===== src/utr_pkg.sv =====
// constants and helpers for the serial transmit and receive path
`default_nettype none
package utr_pkg;
	// register byte offsets on the apb bus
	localparam logic [11:0] OFF_DATA = 12'h000;
	localparam logic [11:0] OFF_STATUS = 12'h004;
	localparam logic [11:0] OFF_CTRL_B = 12'h008;
	localparam logic [11:0] OFF_CTRL_C = 12'h00C;
	localparam logic [11:0] OFF_BAUD = 12'h010;
	// status register bit positions
	localparam int ST_RXC = 7;
	localparam int ST_TXC = 6;
	localparam int ST_BUFFER_EMPTY_FLAG = 5;
	localparam int ST_U2X = 1;
	// control register b bit positions
	localparam int CB_TRANSMIT_COMPLETE_IRQ_ENABLE = 6;
	localparam int CB_BUFFER_EMPTY_IRQ_ENABLE = 5;
	localparam int CB_RECEIVER_ENABLE = 4;
	localparam int CB_TRANSMITTER_ENABLE = 3;
	localparam int CB_SZ2 = 2;
	localparam int CB_RXB8 = 1;
	localparam int CB_NINTH_TRANSMIT_BIT = 0;
	// control register c bit positions
	localparam int CC_SYNC = 6;
	localparam int CC_PAR_EN = 5;
	localparam int CC_PAR_ODD = 4;
	localparam int CC_STOP2 = 3;
	localparam int CC_SZ1 = 2;
	localparam int CC_SZ0 = 1;
	localparam int CC_POL = 0;
	// reset values and the nine-bit size code
	localparam logic [2:0] SIZE_RESET = 3'h3;
	localparam logic [11:0] BAUD_RESET = 12'h000;
	localparam logic [2:0] SIZE_NINE = 3'h7;
	// oversampling: last sample index per bit, normal and double speed
	localparam logic [3:0] OS_LAST_NORM = 4'hF;
	localparam logic [3:0] OS_LAST_FAST = 4'h7;
	// data bits for a character size code
	function automatic logic [3:0] char_bits(input logic [2:0] code);
		unique case (code)
			3'h0: char_bits = 4'h5;
			3'h1: char_bits = 4'h6;
			3'h2: char_bits = 4'h7;
			SIZE_NINE: char_bits = 4'h9;
			default: char_bits = 4'h8;
		endcase
	endfunction
	// keep only the low n bits of a character
	function automatic logic [8:0] mask_char(input logic [8:0] d,
		input logic [3:0] n);
		mask_char = 9'h000;
		for (int i = 0; i < 9; i++)
			mask_char[i] = d[i] & (4'(i) < n);
	endfunction
	// parity over the low n bits
	function automatic logic parity(input logic [8:0] d,
		input logic [3:0] n, input logic odd);
		parity = (^mask_char(d, n)) ^ odd;
	endfunction
endpackage
`default_nettype wire


===== src/utr_usart_path.sv =====
// serial transmitter and receiver front with apb register access
//
// Design decisions made here: register access over APB and the placing of the registers.
`timescale 1ns/1ns
`default_nettype none
module utr_usart_path
	import utr_pkg::*;
(
	input wire logic pclk,
	input wire logic presetn,
	input wire logic psel,
	input wire logic penable,
	input wire logic pwrite,
	input wire logic [11:0] paddr,
	input wire logic [31:0] pwdata,
	output logic [31:0] prdata,
	output logic pready,
	output logic pslverr,
	input wire logic global_irq_enable,
	input wire logic tx_complete_irq_ack,
	input wire logic rxd_pin,
	input wire logic sync_clock_pin,
	output logic txd_pin_out,
	output logic txd_override,
	output logic rxd_override,
	output logic sync_clock_override,
	output logic buffer_empty_irq,
	output logic transmit_complete_irq
);
	typedef enum {TX_IDLE, TX_START, TX_DATA, TX_PAR, TX_STOP} utr_tx_e;
	typedef enum {RX_IDLE, RX_START, RX_DATA, RX_PAR, RX_STOP} utr_rx_e;

	// bus and register state
	logic pready_q, pready_d;
	logic pslverr_q, pslverr_d;
	logic [31:0] prdata_q, prdata_d;
	logic transmit_complete_irq_enable_q, transmit_complete_irq_enable_d; // transmit-complete interrupt enable
	logic buffer_empty_irq_enable_q, buffer_empty_irq_enable_d; // buffer-empty interrupt enable
	logic receiver_enable_q, receiver_enable_d; // receiver_enable
	logic transmitter_enable_q, transmitter_enable_d; // transmitter_enable as written
	logic [2:0] csize_q, csize_d; // character_size code
	logic ninth_transmit_bit_q, ninth_transmit_bit_d; // ninth_transmit_bit
	logic sync_q, sync_d; // synchronous mode
	logic par_en_q, par_en_d; // parity_enable_bit
	logic par_odd_q, par_odd_d; // parity_odd_select
	logic stop2_q, stop2_d; // two stop bits on transmit
	logic pol_q, pol_d; // sync clock polarity
	logic dspeed_q, dspeed_d; // double_speed
	logic [11:0] baud_q, baud_d;
	// shared timing state
	logic [11:0] pre_q, pre_d;
	logic rxd_s1_q, rxd_s2_q;
	logic sck_s1_q, sck_s2_q, sck_s3_q;
	// transmit state
	utr_tx_e tx_st_q, tx_st_d;
	logic [8:0] tx_buf_q, tx_buf_d;
	logic tx_full_q, tx_full_d;
	logic [8:0] tx_sh_q, tx_sh_d;
	logic [3:0] tx_idx_q, tx_idx_d;
	logic [3:0] tx_os_q, tx_os_d;
	logic tx_par_q, tx_par_d;
	logic txd_q, txd_d;
	logic txc_q, txc_d; // transmit_complete_flag
	logic txon_q, txon_d; // transmitter really active
	// receive state
	utr_rx_e rx_st_q, rx_st_d;
	logic [8:0] rx_sh_q, rx_sh_d;
	logic [3:0] rx_idx_q, rx_idx_d;
	logic [3:0] rx_os_q, rx_os_d;
	logic [8:0] rx_buf_q, rx_buf_d;
	logic rxc_q, rxc_d; // receive_complete_flag
	// registered pin and interrupt outputs
	logic txo_q, rxo_q, scko_q, beirq_q, tcirq_q;

	// decoded bus strobes and helpers
	logic acc, wr_en, rd_en, tick, rise, fall, chg_edge, smp_edge;
	logic tx_step, rx_samp, tx_load;
	logic [3:0] nbits, os_last;

	assign acc = psel & penable & pready_q;
	assign wr_en = acc & pwrite;
	assign rd_en = acc & ~pwrite;
	assign nbits = char_bits(csize_q);
	// double speed halves samples per bit, async only
	assign os_last = (dspeed_q & ~sync_q) ? OS_LAST_FAST : OS_LAST_NORM;
	assign tick = (pre_q == 12'h000);
	assign rise = sck_s2_q & ~sck_s3_q;
	assign fall = ~sck_s2_q & sck_s3_q;
	// data changes on one sync clock edge and is sampled on the other
	assign chg_edge = pol_q ? fall : rise;
	assign smp_edge = pol_q ? rise : fall;
	assign tx_step = sync_q ? chg_edge : (tick & (tx_os_q == os_last));
	assign rx_samp = sync_q ? smp_edge : (tick & (rx_os_q == os_last));

	// apb decode, register writes and read data
	always_comb
	begin
		pready_d = psel & penable & ~pready_q;
		pslverr_d = 1'b0;
		prdata_d = prdata_q;
		transmit_complete_irq_enable_d = transmit_complete_irq_enable_q;
		buffer_empty_irq_enable_d = buffer_empty_irq_enable_q;
		receiver_enable_d = receiver_enable_q;
		transmitter_enable_d = transmitter_enable_q;
		csize_d = csize_q;
		ninth_transmit_bit_d = ninth_transmit_bit_q;
		sync_d = sync_q;
		par_en_d = par_en_q;
		par_odd_d = par_odd_q;
		stop2_d = stop2_q;
		pol_d = pol_q;
		dspeed_d = dspeed_q;
		baud_d = baud_q;
		// answer is prepared in the first access cycle
		if (psel & penable & ~pready_q)
		begin
			prdata_d = 32'h0000_0000;
			unique case (paddr)
				OFF_DATA: prdata_d[7:0] = rx_buf_q[7:0];
				OFF_STATUS:
				begin
					prdata_d[ST_RXC] = rxc_q;
					prdata_d[ST_TXC] = txc_q;
					prdata_d[ST_BUFFER_EMPTY_FLAG] = ~tx_full_q;
					prdata_d[ST_U2X] = dspeed_q;
				end
				OFF_CTRL_B:
				begin
					prdata_d[CB_TRANSMIT_COMPLETE_IRQ_ENABLE] = transmit_complete_irq_enable_q;
					prdata_d[CB_BUFFER_EMPTY_IRQ_ENABLE] = buffer_empty_irq_enable_q;
					prdata_d[CB_RECEIVER_ENABLE] = receiver_enable_q;
					prdata_d[CB_TRANSMITTER_ENABLE] = transmitter_enable_q;
					prdata_d[CB_SZ2] = csize_q[2];
					prdata_d[CB_RXB8] = rx_buf_q[8];
					prdata_d[CB_NINTH_TRANSMIT_BIT] = ninth_transmit_bit_q;
				end
				OFF_CTRL_C:
				begin
					prdata_d[CC_SYNC] = sync_q;
					prdata_d[CC_PAR_EN] = par_en_q;
					prdata_d[CC_PAR_ODD] = par_odd_q;
					prdata_d[CC_STOP2] = stop2_q;
					prdata_d[CC_SZ1] = csize_q[1];
					prdata_d[CC_SZ0] = csize_q[0];
					prdata_d[CC_POL] = pol_q;
				end
				OFF_BAUD: prdata_d[11:0] = baud_q;
				// unmapped address answers with an error
				default: pslverr_d = 1'b1;
			endcase
		end
		// register writes take effect on the completing edge
		if (wr_en)
		begin
			unique case (paddr)
				OFF_STATUS: dspeed_d = pwdata[ST_U2X];
				OFF_CTRL_B:
				begin
					transmit_complete_irq_enable_d = pwdata[CB_TRANSMIT_COMPLETE_IRQ_ENABLE];
					buffer_empty_irq_enable_d = pwdata[CB_BUFFER_EMPTY_IRQ_ENABLE];
					receiver_enable_d = pwdata[CB_RECEIVER_ENABLE];
					transmitter_enable_d = pwdata[CB_TRANSMITTER_ENABLE];
					csize_d[2] = pwdata[CB_SZ2];
					ninth_transmit_bit_d = pwdata[CB_NINTH_TRANSMIT_BIT];
				end
				OFF_CTRL_C:
				begin
					sync_d = pwdata[CC_SYNC];
					par_en_d = pwdata[CC_PAR_EN];
					par_odd_d = pwdata[CC_PAR_ODD];
					stop2_d = pwdata[CC_STOP2];
					csize_d[1:0] = pwdata[CC_SZ1:CC_SZ0];
					pol_d = pwdata[CC_POL];
				end
				OFF_BAUD: baud_d = pwdata[11:0];
				// data writes are handled by the transmit group
				default: baud_d = baud_q;
			endcase
		end
	end

	// register the bus and configuration state
	always_ff @(posedge pclk or negedge presetn)
	begin
		if (!presetn)
		begin
			pready_q <= 1'b0;
			pslverr_q <= 1'b0;
			prdata_q <= 32'h0000_0000;
			transmit_complete_irq_enable_q <= 1'b0;
			buffer_empty_irq_enable_q <= 1'b0;
			receiver_enable_q <= 1'b0;
			transmitter_enable_q <= 1'b0;
			csize_q <= SIZE_RESET;
			ninth_transmit_bit_q <= 1'b0;
			sync_q <= 1'b0;
			par_en_q <= 1'b0;
			par_odd_q <= 1'b0;
			stop2_q <= 1'b0;
			pol_q <= 1'b0;
			dspeed_q <= 1'b0;
			baud_q <= BAUD_RESET;
		end
		else
		begin
			pready_q <= pready_d;
			pslverr_q <= pslverr_d;
			prdata_q <= prdata_d;
			transmit_complete_irq_enable_q <= transmit_complete_irq_enable_d;
			buffer_empty_irq_enable_q <= buffer_empty_irq_enable_d;
			receiver_enable_q <= receiver_enable_d;
			transmitter_enable_q <= transmitter_enable_d;
			csize_q <= csize_d;
			ninth_transmit_bit_q <= ninth_transmit_bit_d;
			sync_q <= sync_d;
			par_en_q <= par_en_d;
			par_odd_q <= par_odd_d;
			stop2_q <= stop2_d;
			pol_q <= pol_d;
			dspeed_q <= dspeed_d;
			baud_q <= baud_d;
		end
	end

	// sample-rate prescaler: one tick every baud+1 clocks
	always_comb
	begin
		pre_d = tick ? baud_q : pre_q - 12'h001;
	end

	// prescaler, pin synchronisers and registered outputs
	always_ff @(posedge pclk or negedge presetn)
	begin
		if (!presetn)
		begin
			pre_q <= 12'h000;
			rxd_s1_q <= 1'b1;
			rxd_s2_q <= 1'b1;
			sck_s1_q <= 1'b0;
			sck_s2_q <= 1'b0;
			sck_s3_q <= 1'b0;
			txo_q <= 1'b0;
			rxo_q <= 1'b0;
			scko_q <= 1'b0;
			beirq_q <= 1'b0;
			tcirq_q <= 1'b0;
		end
		else
		begin
			pre_q <= pre_d;
			rxd_s1_q <= rxd_pin;
			rxd_s2_q <= rxd_s1_q;
			sck_s1_q <= sync_clock_pin;
			sck_s2_q <= sck_s1_q;
			sck_s3_q <= sck_s2_q;
			txo_q <= txon_d;
			rxo_q <= receiver_enable_d;
			scko_q <= sync_d & (txon_d | receiver_enable_d);
			// level request while buffer empty
			beirq_q <= buffer_empty_irq_enable_d & global_irq_enable & ~tx_full_d;
			tcirq_q <= transmit_complete_irq_enable_d & global_irq_enable & txc_d;
		end
	end

	// transmit path: buffer, shifter and frame sequencer
	always_comb
	begin
		tx_st_d = tx_st_q;
		tx_buf_d = tx_buf_q;
		tx_full_d = tx_full_q;
		tx_sh_d = tx_sh_q;
		tx_idx_d = tx_idx_q;
		tx_par_d = tx_par_q;
		txc_d = txc_q;
		txon_d = txon_q;
		tx_os_d = (tx_st_q == TX_IDLE || tx_step) ? 4'h0 :
			(tick ? tx_os_q + 4'h1 : tx_os_q);
		tx_load = 1'b0;
		unique case (tx_st_q)
			TX_IDLE:
				tx_load = txon_q & tx_full_q;
			TX_START:
				if (tx_step)
				begin
					tx_st_d = TX_DATA;
					tx_idx_d = 4'h0;
				end
			TX_DATA:
				if (tx_step)
				begin
					if (tx_idx_q == nbits - 4'h1)
					begin
						tx_idx_d = 4'h0;
						tx_st_d = par_en_q ? TX_PAR : TX_STOP;
					end
					else
						tx_idx_d = tx_idx_q + 4'h1;
				end
			TX_PAR:
				if (tx_step)
					tx_st_d = TX_STOP;
			TX_STOP:
				if (tx_step)
				begin
					if (stop2_q && tx_idx_q == 4'h0)
						tx_idx_d = 4'h1;
					else
					begin
						// last stop bit: reload at once or go idle
						tx_st_d = TX_IDLE;
						tx_load = tx_full_q;
						txc_d = ~tx_full_q;
					end
				end
		endcase
		// move buffered character into the shifter
		if (tx_load)
		begin
			tx_sh_d = tx_buf_q;
			tx_par_d = parity(tx_buf_q, nbits, par_odd_q);
			tx_full_d = 1'b0;
			tx_st_d = TX_START;
			tx_idx_d = 4'h0;
		end
		// a data write loads the buffer; it wins over the move
		if (wr_en && paddr == OFF_DATA)
		begin
			tx_buf_d = mask_char({ninth_transmit_bit_q, pwdata[7:0]}, nbits);
			tx_full_d = 1'b1;
		end
		// flag cleared by service or a one-write; a new set wins
		if ((tx_complete_irq_ack ||
			(wr_en && paddr == OFF_STATUS && pwdata[ST_TXC])) &&
			!(tx_st_q == TX_STOP && tx_st_d == TX_IDLE && !tx_full_q))
			txc_d = 1'b0;
		// enable at once, disable only once nothing is left to send
		if (transmitter_enable_q)
			txon_d = 1'b1;
		else if (tx_st_d == TX_IDLE && !tx_full_d)
			txon_d = 1'b0;
		// line level follows the next state
		unique case (tx_st_d)
			TX_START: txd_d = 1'b0;
			TX_DATA: txd_d = tx_sh_d[tx_idx_d];
			TX_PAR: txd_d = tx_par_d;
			default: txd_d = 1'b1;
		endcase
	end

	// register the transmit state
	always_ff @(posedge pclk or negedge presetn)
	begin
		if (!presetn)
		begin
			tx_st_q <= TX_IDLE;
			tx_buf_q <= 9'h000;
			tx_full_q <= 1'b0;
			tx_sh_q <= 9'h000;
			tx_idx_q <= 4'h0;
			tx_os_q <= 4'h0;
			tx_par_q <= 1'b0;
			txd_q <= 1'b1;
			txc_q <= 1'b0;
			txon_q <= 1'b0;
		end
		else
		begin
			tx_st_q <= tx_st_d;
			tx_buf_q <= tx_buf_d;
			tx_full_q <= tx_full_d;
			tx_sh_q <= tx_sh_d;
			tx_idx_q <= tx_idx_d;
			tx_os_q <= tx_os_d;
			tx_par_q <= tx_par_d;
			txd_q <= txd_d;
			txc_q <= txc_d;
			txon_q <= txon_d;
		end
	end

	// receive path: start detection, shifting and buffer move
	always_comb
	begin
		rx_st_d = rx_st_q;
		rx_sh_d = rx_sh_q;
		rx_idx_d = rx_idx_q;
		rx_buf_d = rx_buf_q;
		rxc_d = rxc_q;
		rx_os_d = (rx_st_q == RX_IDLE || rx_samp) ? 4'h0 :
			(tick ? rx_os_q + 4'h1 : rx_os_q);
		// reading data empties the buffer
		if (rd_en && paddr == OFF_DATA)
			rxc_d = 1'b0;
		unique case (rx_st_q)
			RX_IDLE:
				if (!rxd_s2_q)
				begin
					rx_sh_d = 9'h000;
					rx_idx_d = 4'h0;
					// sync mode needs only a low at the sample edge
					if (!sync_q)
						rx_st_d = RX_START;
					else if (smp_edge)
						rx_st_d = RX_DATA;
				end
			RX_START:
				// recheck the line at mid start bit
				if (tick && rx_os_q == (os_last >> 1))
				begin
					rx_st_d = rxd_s2_q ? RX_IDLE : RX_DATA;
					rx_os_d = 4'h0;
				end
			RX_DATA:
				if (rx_samp)
				begin
					rx_sh_d[rx_idx_q] = rxd_s2_q;
					if (rx_idx_q == nbits - 4'h1)
						rx_st_d = par_en_q ? RX_PAR : RX_STOP;
					else
						rx_idx_d = rx_idx_q + 4'h1;
				end
			RX_PAR:
				if (rx_samp)
					rx_st_d = RX_STOP;
			RX_STOP:
				// first stop ends the frame, a second is not waited for
				if (rx_samp)
				begin
					rx_buf_d = rx_sh_q;
					rxc_d = 1'b1;
					rx_st_d = RX_IDLE;
				end
		endcase
		// receiver off drops any frame and flushes the buffer
		if (!receiver_enable_q)
		begin
			rx_st_d = RX_IDLE;
			rxc_d = 1'b0;
		end
	end

	// register the receive state
	always_ff @(posedge pclk or negedge presetn)
	begin
		if (!presetn)
		begin
			rx_st_q <= RX_IDLE;
			rx_sh_q <= 9'h000;
			rx_idx_q <= 4'h0;
			rx_os_q <= 4'h0;
			rx_buf_q <= 9'h000;
			rxc_q <= 1'b0;
		end
		else
		begin
			rx_st_q <= rx_st_d;
			rx_sh_q <= rx_sh_d;
			rx_idx_q <= rx_idx_d;
			rx_os_q <= rx_os_d;
			rx_buf_q <= rx_buf_d;
			rxc_q <= rxc_d;
		end
	end

	assign prdata = prdata_q;
	assign pready = pready_q;
	assign pslverr = pslverr_q;
	assign txd_pin_out = txd_q;
	assign txd_override = txo_q;
	assign rxd_override = rxo_q;
	assign sync_clock_override = scko_q;
	assign buffer_empty_irq = beirq_q;
	assign transmit_complete_irq = tcirq_q;
endmodule
`default_nettype wire


===== config.mk =====
export PLATFORM = sky130hd
export DESIGN_NAME = utr_usart_path
export DESIGN_NICKNAME = d
export VERILOG_FILES = /design/src/utr_pkg.sv /design/src/utr_usart_path.sv
export SDC_FILE = /design/constraint.sdc
export NUM_CORES = 1
export LEC_CHECK = 0
export ABC_AREA = 1
export ABC_CLOCK_PERIOD_IN_PS = 3900
export BUFFER_PORTS_ARGS = -buffer_cell sky130_fd_sc_hd__buf_2
export CORE_UTILIZATION = 59
export CTS_CLUSTER_DIAMETER = 80
export DETAILED_ROUTE_END_ITERATION = 8
export PLACE_DENSITY = 0.81
export SLEW_MARGIN = 20
export SYNTH_ARGS = -nofsm -noshare
export SYNTH_HDL_FRONTEND = slang
export SYNTH_SLANG_ARGS = --single-unit

===== constraint.sdc =====
create_clock -name pclk -period 3.9 [get_ports pclk]
set_clock_uncertainty 0.2 [all_clocks]
set_input_delay 0.39 -clock pclk [delete_from_list [all_inputs] [get_ports pclk]]
set_output_delay 0.39 -clock pclk [all_outputs]
set_load 0.005 [all_outputs]

==> parameters.txt, run 1 <==
Parameter                              Value

Worst hold path
  Hold Crit Class    in -> reg

Final layout
  Storage cell area    between 3000 and 4000 sq um
  Area Overhead vs Synth    11.2%
  Fraction of final layout cells with drive strength greater than 1    0.160
  Number of nets in the layout    roughly 1,100
  Area of the multi-input gates    3410 sq um
  Antenna Diode Count    0
  Number of inserted filler cells in the final layout    1,094

Floorplanning
  Initial core utilization    0.603
  Horizontal die dimension    118 um
  Die Ht    approximately 120 um
  Number of rows in the core area    42
  Area of the core region    about 13,000 sq um
  Count of pins on the block boundary    93
  Die outline area    13,900 sq um

Detailed routing
  Routed WL    about 17,000 um
  Post-DR wirelength/cell    around 15 um
  Length of the first detailed-routing pass in iterations    6
  Count of unresolved DRC violations after routing    0
  Count of vias placed by the detailed router    between 6,000 and 7,000
  Antenna viol nets, final    0
  Via-to-Cell Ratio    5.37
  Number of design-rule violations left by the first detailed-router iteration    ~550

Synthesis
  Share of async-settable or async-resettable flops after synthesis    1.00
  Share of Yosys cell area claimed by the top area cell type    0.466
  Fraction of the yosys area taken by sequential cells    0.482
  Synth Flop Type    sky130_fd_sc_hd__dfrtp_1
  Post-synthesis register bit count    153
  Post-synthesis average cell area    between 8 and 9 sq um
  Dominant cell type by area after synthesis    sky130_fd_sc_hd__dfrtp_1
  Yosys cell types    54
  Netlist area before placement    ~8000 sq um
  Synth top area cells    sky130_fd_sc_hd__dfrtp_1, sky130_fd_sc_hd__nand2_1, sky130_fd_sc_hd__inv_1
  Number of enable flip-flop cells after synthesis    0
  Synth warn    0
  Instance count of the mapped netlist    around 950

Setup path
  Required time of the critical path    ~4 ns
  Crit-path slowest cell    sky130_fd_sc_hd__dfstp_2
  Critical path start-end classification    reg -> reg
  Maximum single-stage delay on the critical path    about 0.56 ns
  Critical path data arrival time    between 3 and 4 ns
  Worst Setup Start Kind    register
  Endpoint class of the critical path    register
  Dominant delay contributor by cell family on the critical path    simple AND/OR/NAND/NOR gates
  CP cell instances    nand3_2 -> nand2_2 -> inv_1 -> ha_1 -> nand2_1 -> o21ai_0 -> nor2_1 -> nand3_1 -> nor2_4 -> inv_2 -> nor2_4 -> a21oi_1 -> nand2_1 -> nand3b_2 -> nor2_2 -> nand4_1 -> nand2_1 -> nand3_1 -> nand2_1 -> inv_1
  CP dominant cell by count    sky130_fd_sc_hd__nand2_1
  Buf/Inv on CP    3
  Top fanout value on the critical path    7

Global route
  Antenna violations before repair    0
  Largest net degree at the start of global routing    89
  Via count of the first global-routing pass    around 6,000
  Leftover overflow at the end of global routing    0
  First-pass GRT wire length    between 20,000 and 30,000 um
  Global-route usage over all layers    0.268

STA
  Measured slew at the worst slew-check pin    roughly 0.8 ns
  Final critical-path required period    approximately 3.1 ns
  Final setup violation count    0
  Slew margin rel.    0.468
  Final worst-path cycle share    0.803
  Timing-limited maximum frequency    approximately 320 MHz
  Final slew viol count    0
  RSZ-0062 raised after global routing    no
  Hold Fails Final Rpt    0
  Setup Total Neg Slack    0 ns

Clock network
  Sinks on the clock net    between 150 and 200
  Clock slew seen by the registers of the worst setup and hold paths    0.06 ns
  Number of buffers on the longest clock path    2
  CTS Root Cell    sky130_fd_sc_hd__clkbuf_16
  Clk Latency, worst-skew pair    between 0.4 and 0.5 ns
  Clock tree from TritonCTS    done
  Number of buffers added for setup after CTS    0
  Level count of the clock H-tree    4
  Cts bufs inserted    17

Placement
  Detail Placement HPWL    around 13,000 um
  Placer Congestion    0.908
  Port Buf Inserts    52

Power and ir drop
  Overall power after layout    around 4.0 mW
  Maximum vdd ir drop    approximately 0.00034 V
  PwrDens    448 nW/um^2
  Leakage    approximately 4.4 nW

Outcome
  Result of the run    finished, final reports clean

Flow run
  Max-capacitance violation count    0
==> logic make-up after synthesis <==
family	after synthesis	share of synthesized area
AOI/OAI and AO/OA	156	0.117
xor gates and xnor gates	22	0.0242
adders and majority gates	11	0.0173
buffers and inverters	180	0.0972
DFF	153	0.482
muxes	8	0.0113
other	1	0.000472
and+or+nand+nor	422	0.250
==> layer usage <==
metal,global-route usage,share of wire
met1,0.372,0.46
met2,0.418,0.48
met3,0.0601,0.047
met4,0.0881,0.019
met5,0,0
==> synth_stat cells (all sizes together), types with 4 or more instances <==
library cell and n:
a21oi 45, a221oi 6, a31oi 4, buf 24, clkbuf 35, dfrtp 148
dfstp 5, ha 11, inv 120, mux2 8, nand2 202, nand3 60
nand4 20, nor2 119, nor3 13, o21ai 75, o22ai 10, o31ai 7
xnor2 7, xor2 15
==> power by group <==
part	switching, mW	leakage (nW)	internal [mW]	total (mW)
combinational	0.368	2.07	0.213	0.581
sequential	0.0797	2.05	1.68	1.76
clock	0.644	0.274	0.971	1.62
==> flip-flops by register name, summed over array words and instances (netlist names), 4 cells and up <==
| register | flops |
|---|---|
| tx_os_q | 4 |
| tx_idx_q | 4 |
| baud_q | 12 |
| rx_idx_q | 4 |
| prdata | 12 |
| tx_sh_q | 9 |
| tx_st_q | 32 |
| rx_os_q | 4 |
| tx_buf_q | 9 |
| pre_q | 12 |
| rx_sh_q | 9 |
| rx_buf_q | 9 |
==> per-stage QoR <==
step                      cells  hold WS (ns)   util  setup WS (ns)  cell area, sq um
after floorplan             972        -0.106      -           1.15              8020
after global placement     1143         0.131  0.623          0.829              8220
after detailed placement   1143         0.141  0.623          0.787              8220
after CTS                  1178      0.000297  0.670          0.767              8840
after global routing       1178       0.00223  0.670          0.521              8840
final                      1178       0.00901  0.670          0.768              8840
==> cell usage in the layout, fill, tap and decap left out, types with 19 or more instances in the layout <==
master and instances:
sky130_fd_sc_hd__dfrtp_1 148, sky130_fd_sc_hd__o21ai_0 68, sky130_fd_sc_hd__inv_1 114, sky130_fd_sc_hd__buf_2 51, sky130_fd_sc_hd__a21oi_1 40, sky130_fd_sc_hd__nand4_1 19, sky130_fd_sc_hd__conb_1 20, sky130_fd_sc_hd__nand2_1 188
sky130_fd_sc_hd__nor2_1 96, sky130_fd_sc_hd__nand3_1 56
==> final timing paths <==
| kind | endpoint | slack (ns) | depth (start not counted) | startpoint |
|---|---|---|---|---|
| worst max-delay path | sync_clock_override | 0.77 | 20 | csize_q[1] |
| worst min-delay path | baud_q[11] | 0.009 | 2 | pwdata[11] |
| worst max register to register | sync_clock_override | 0.77 | 20 | csize_q[1] |
| worst min register to register | sck_s2_q | 0.15 | 0 | sck_s1_q |
| max in group asynchronous | rxd_s2_q | 2.22 | 3 | presetn |
| min in group asynchronous | prdata[11] | 0.41 | 2 | presetn |
==> timing repair <==
action | in CTS | in global routing
hold buffers | 4 | 0
endpoints found under the hold margin | 89 | 0
resized for setup | 0 | 0
==> area by class of cell <==
class,count,share of cell area
inverter,121,0.0519
tap,176,0.0249
clock buffer,20,0.0516
multi-input combinational,639,0.386
timing repair buffer,58,0.0378
clock inverter,11,0.0139
sequential,153,0.434
Power figures use the tool's default switching activity.
==> run 2: changes to the inputs <==
Settings changed: ABC_CLOCK_PERIOD_IN_PS 3900 to 3250.
Clock period 3.9 ns to 3.25 ns, I/O delays scaled along.
==> run 2 against run 1 <==
Effect of this change:
- clock power increased by 26%
- non-clock buffer count is 15 higher
- die area is the same
- global-route usage up 1.0 points
- via count grew 3.1%
- power is 23% higher
- critical path depth stayed put
==> parameters.txt, run 2 (same netlist as run 1, synthesis figures left out) <==
Parameter                              Value

Global route
  Antenna violations before repair    0 (unchanged)
  First-pass GRT wire length    30,400 um (+4.1%)
  Leftover overflow at the end of global routing    0 (unchanged)
  Largest net degree at the start of global routing    76 (-15%)
  Global-route usage over all layers    0.278 (+0.0103)
  Via count of the first global-routing pass    6,301 (+5.8%)

Setup path
  Top fanout value on the critical path    4 (-3)
  CP cell instances    inv_2 -> a21oi_2 -> inv_1 -> ha_1 -> nand2_1 -> o21ai_0 -> nor2_1 -> nand3_1 -> nor2_4 -> inv_2 -> nor2_4 -> a21oi_1 -> nand2_1 -> nand3b_2 -> nor2_2 -> nand4_1 -> nand2_1 -> nand3_1 -> nand2_1 -> inv_1
  Worst Setup Start Kind    register
  Crit-path slowest cell    sky130_fd_sc_hd__dfstp_2
  Buf/Inv on CP    4 (+1)
  Dominant delay contributor by cell family on the critical path    simple AND/OR/NAND/NOR gates
  Number of cell instances on the worst register-to-register path    20 (unchanged)
  Required time of the critical path    3.38 ns (-0.63 ns)
  Critical path start-end classification    reg -> reg
  Endpoint class of the critical path    register
  Maximum single-stage delay on the critical path    0.58 ns (+0.02 ns)
  Logic depth of the worst setup path including buffers    20 (unchanged)
  CP dominant cell by count    sky130_fd_sc_hd__nand2_1
  Critical path data arrival time    3.17 ns (-0.07 ns)

Placement
  Port Buf Inserts    52 (unchanged)
  Placer Congestion    0.931 (+2.6%)
  DP Worst Slack    0.177 ns (-0.610 ns)
  Detail Placement HPWL    13,200 um (+2.8%)

Detailed routing
  Count of unresolved DRC violations after routing    0 (unchanged)
  Length of the first detailed-routing pass in iterations    5 (-1)
  Count of vias placed by the detailed router    6,523 (+3.1%)
  Antenna viol nets, final    0 (unchanged)
  Post-DR wirelength/cell    15.2 um (+2.9%)
  Via-to-Cell Ratio    5.46 (+1.7%)
  Number of design-rule violations left by the first detailed-router iteration    482 (-12%)
  Routed WL    18,100 um (+4.3%)

STA
  Measured slew at the worst slew-check pin    0.700 ns (-0.0976 ns)
  Hold Fails Final Rpt    0 (unchanged)
  Final critical-path required period    3.03 ns (-0.0977 ns)
  Slew margin rel.    0.533 (+0.0651)
  Final slew viol count    0 (unchanged)
  Final setup margin    0.216 ns (-0.552 ns)
  Final worst-path cycle share    0.933 (+0.131)
  Final setup violation count    0 (unchanged)
  Timing-limited maximum frequency    330 MHz (+3.2%)
  RSZ-0062 raised after global routing    no
  Setup Total Neg Slack    0 ns (unchanged)

Final layout
  Most common cell after layout, fill and taps aside    sky130_fd_sc_hd__nand2_1
  Top reg by flops    tx_st_q
  Area Overhead vs Synth    13.6%
  Commonest non-fill, non-tap cells in the layout    sky130_fd_sc_hd__nand2_1, sky130_fd_sc_hd__dfrtp_1, sky130_fd_sc_hd__inv_1, sky130_fd_sc_hd__nor2_1, sky130_fd_sc_hd__o21ai_0
  Layout Utilization    0.685 (+0.0142)
  Fraction of final layout cells with drive strength greater than 1    0.171 (+0.0112)
  Number of nets in the layout    1,069 (+1.4%)
  Number of inserted filler cells in the final layout    1,071 (-2.1%)
  Number of flip-flops in the largest register    32 (unchanged)
  Antenna Diode Count    0 (unchanged)

Clock network
  Sinks on the clock net    153 (unchanged)
  Clock slew seen by the registers of the worst setup and hold paths    0.06 ns (about the same)
  Cts bufs inserted    17 (unchanged)
  Clock tree from TritonCTS    done
  Level count of the clock H-tree    4 (unchanged)
  Clk Latency, worst-skew pair    0.44 ns (+0.02 ns)
  CTS Root Cell    sky130_fd_sc_hd__clkbuf_16
  Number of buffers on the longest clock path    2 (unchanged)

Floorplanning
  Count of pins on the block boundary    93 (unchanged)
  Die outline area    13,900 sq um (unchanged)
  Area of the core region    13,200 sq um (unchanged)
  Number of rows in the core area    42 (unchanged)
  Initial core utilization    0.603 (unchanged)
  Die Ht    118 um (unchanged)
  Horizontal die dimension    118 um (unchanged)

Worst hold path
  Hold Path Stages    3 (+1)
  Hold Crit Class    in -> reg

Power and ir drop
  Maximum vdd ir drop    0.000489 V (+42%)
  Leakage    4.47 nW (+1.7%)
  PwrDens    542 nW/um^2 (+21%)
  Overall power after layout    4.89 mW (+23%)

Flow run
  Max-capacitance violation count    0 (unchanged)

Outcome
  Result of the run    finished, final reports clean
## run 2: cell types whose count changed in the layout (fill, tap and decap cells not counted), moves of 3 or more
cell / delta
sky130_fd_sc_hd__inv_2: +3
sky130_fd_sc_hd__dlygate4sd3_1: +9
sky130_fd_sc_hd__inv_1: -3
sky130_fd_sc_hd__buf_4: +6
## run 2: tightest hold or removal path, cell delays in order
cell and delay [ns]:
sky130_fd_sc_hd__buf_2 0.10, sky130_fd_sc_hd__o31ai_1 0.08, sky130_fd_sc_hd__a21oi_1 0.12
## run 2: cell type report
| cell class | count | area (sq um) | share of cell area |
|---|---|---|---|
| Multi-Input combinational cell | 639 | 3430 | 0.380 |
| Timing Repair Buffer | 73 | 469 | 0.0520 |
| Tap cell | 176 | 220 | 0.0244 |
| Clock inverter | 14 | 173 | 0.0191 |
| Clock buffer | 18 | 439 | 0.0486 |
| Sequential cell | 153 | 3840 | 0.425 |
| Inverter | 121 | 459 | 0.0509 |
## run 2: where the power goes
| group | switching (mW) | internal [mW] | leakage (nW) |
|---|---|---|---|
| sequential | 0.103 | 2.02 | 2.05 |
| combinational | 0.464 | 0.266 | 2.14 |
| clock | 0.807 | 1.23 | 0.285 |
| total | 1.37 | 3.52 | 4.47 |
## run 2: repair_timing
item	in CTS	in global routing
hold buffers	13	0
resized for setup	0	8
endpoints found under the setup margin	0	4
buffers inserted	0	1
endpoints found under the hold margin	85	0
## run 2: stage by stage
stage	cell area, sq um	hold WS, ns	cells
after global placement	8260	0.131	1148
after global routing	9030	0.0556	1194
after CTS	9000	0.00833	1193
after floorplan	8020	-0.171	972
after detailed placement	8260	0.135	1148
final	9030	0.0305	1194
## run 2: metal layers
layer  global-route usage  part of all wire
met5                    0                 0
met4                0.127             0.032
met3               0.0567             0.056
met2                0.434              0.47
met1                0.375              0.44
## run 2: worst paths after layout
| kind | start | to | slack [ns] |
|---|---|---|---|
| max in group asynchronous | presetn | txd_pin_out | 1.75 |
| hold / removal | pwrite | rxc_q | 0.03 |
| hold reg to reg | sck_s1_q | sck_s2_q | 0.15 |
| setup / recovery | csize_q[1] | sync_clock_override | 0.22 |
| setup reg to reg | csize_q[1] | sync_clock_override | 0.22 |
| min in group asynchronous | presetn | prdata[11] | 0.29 |
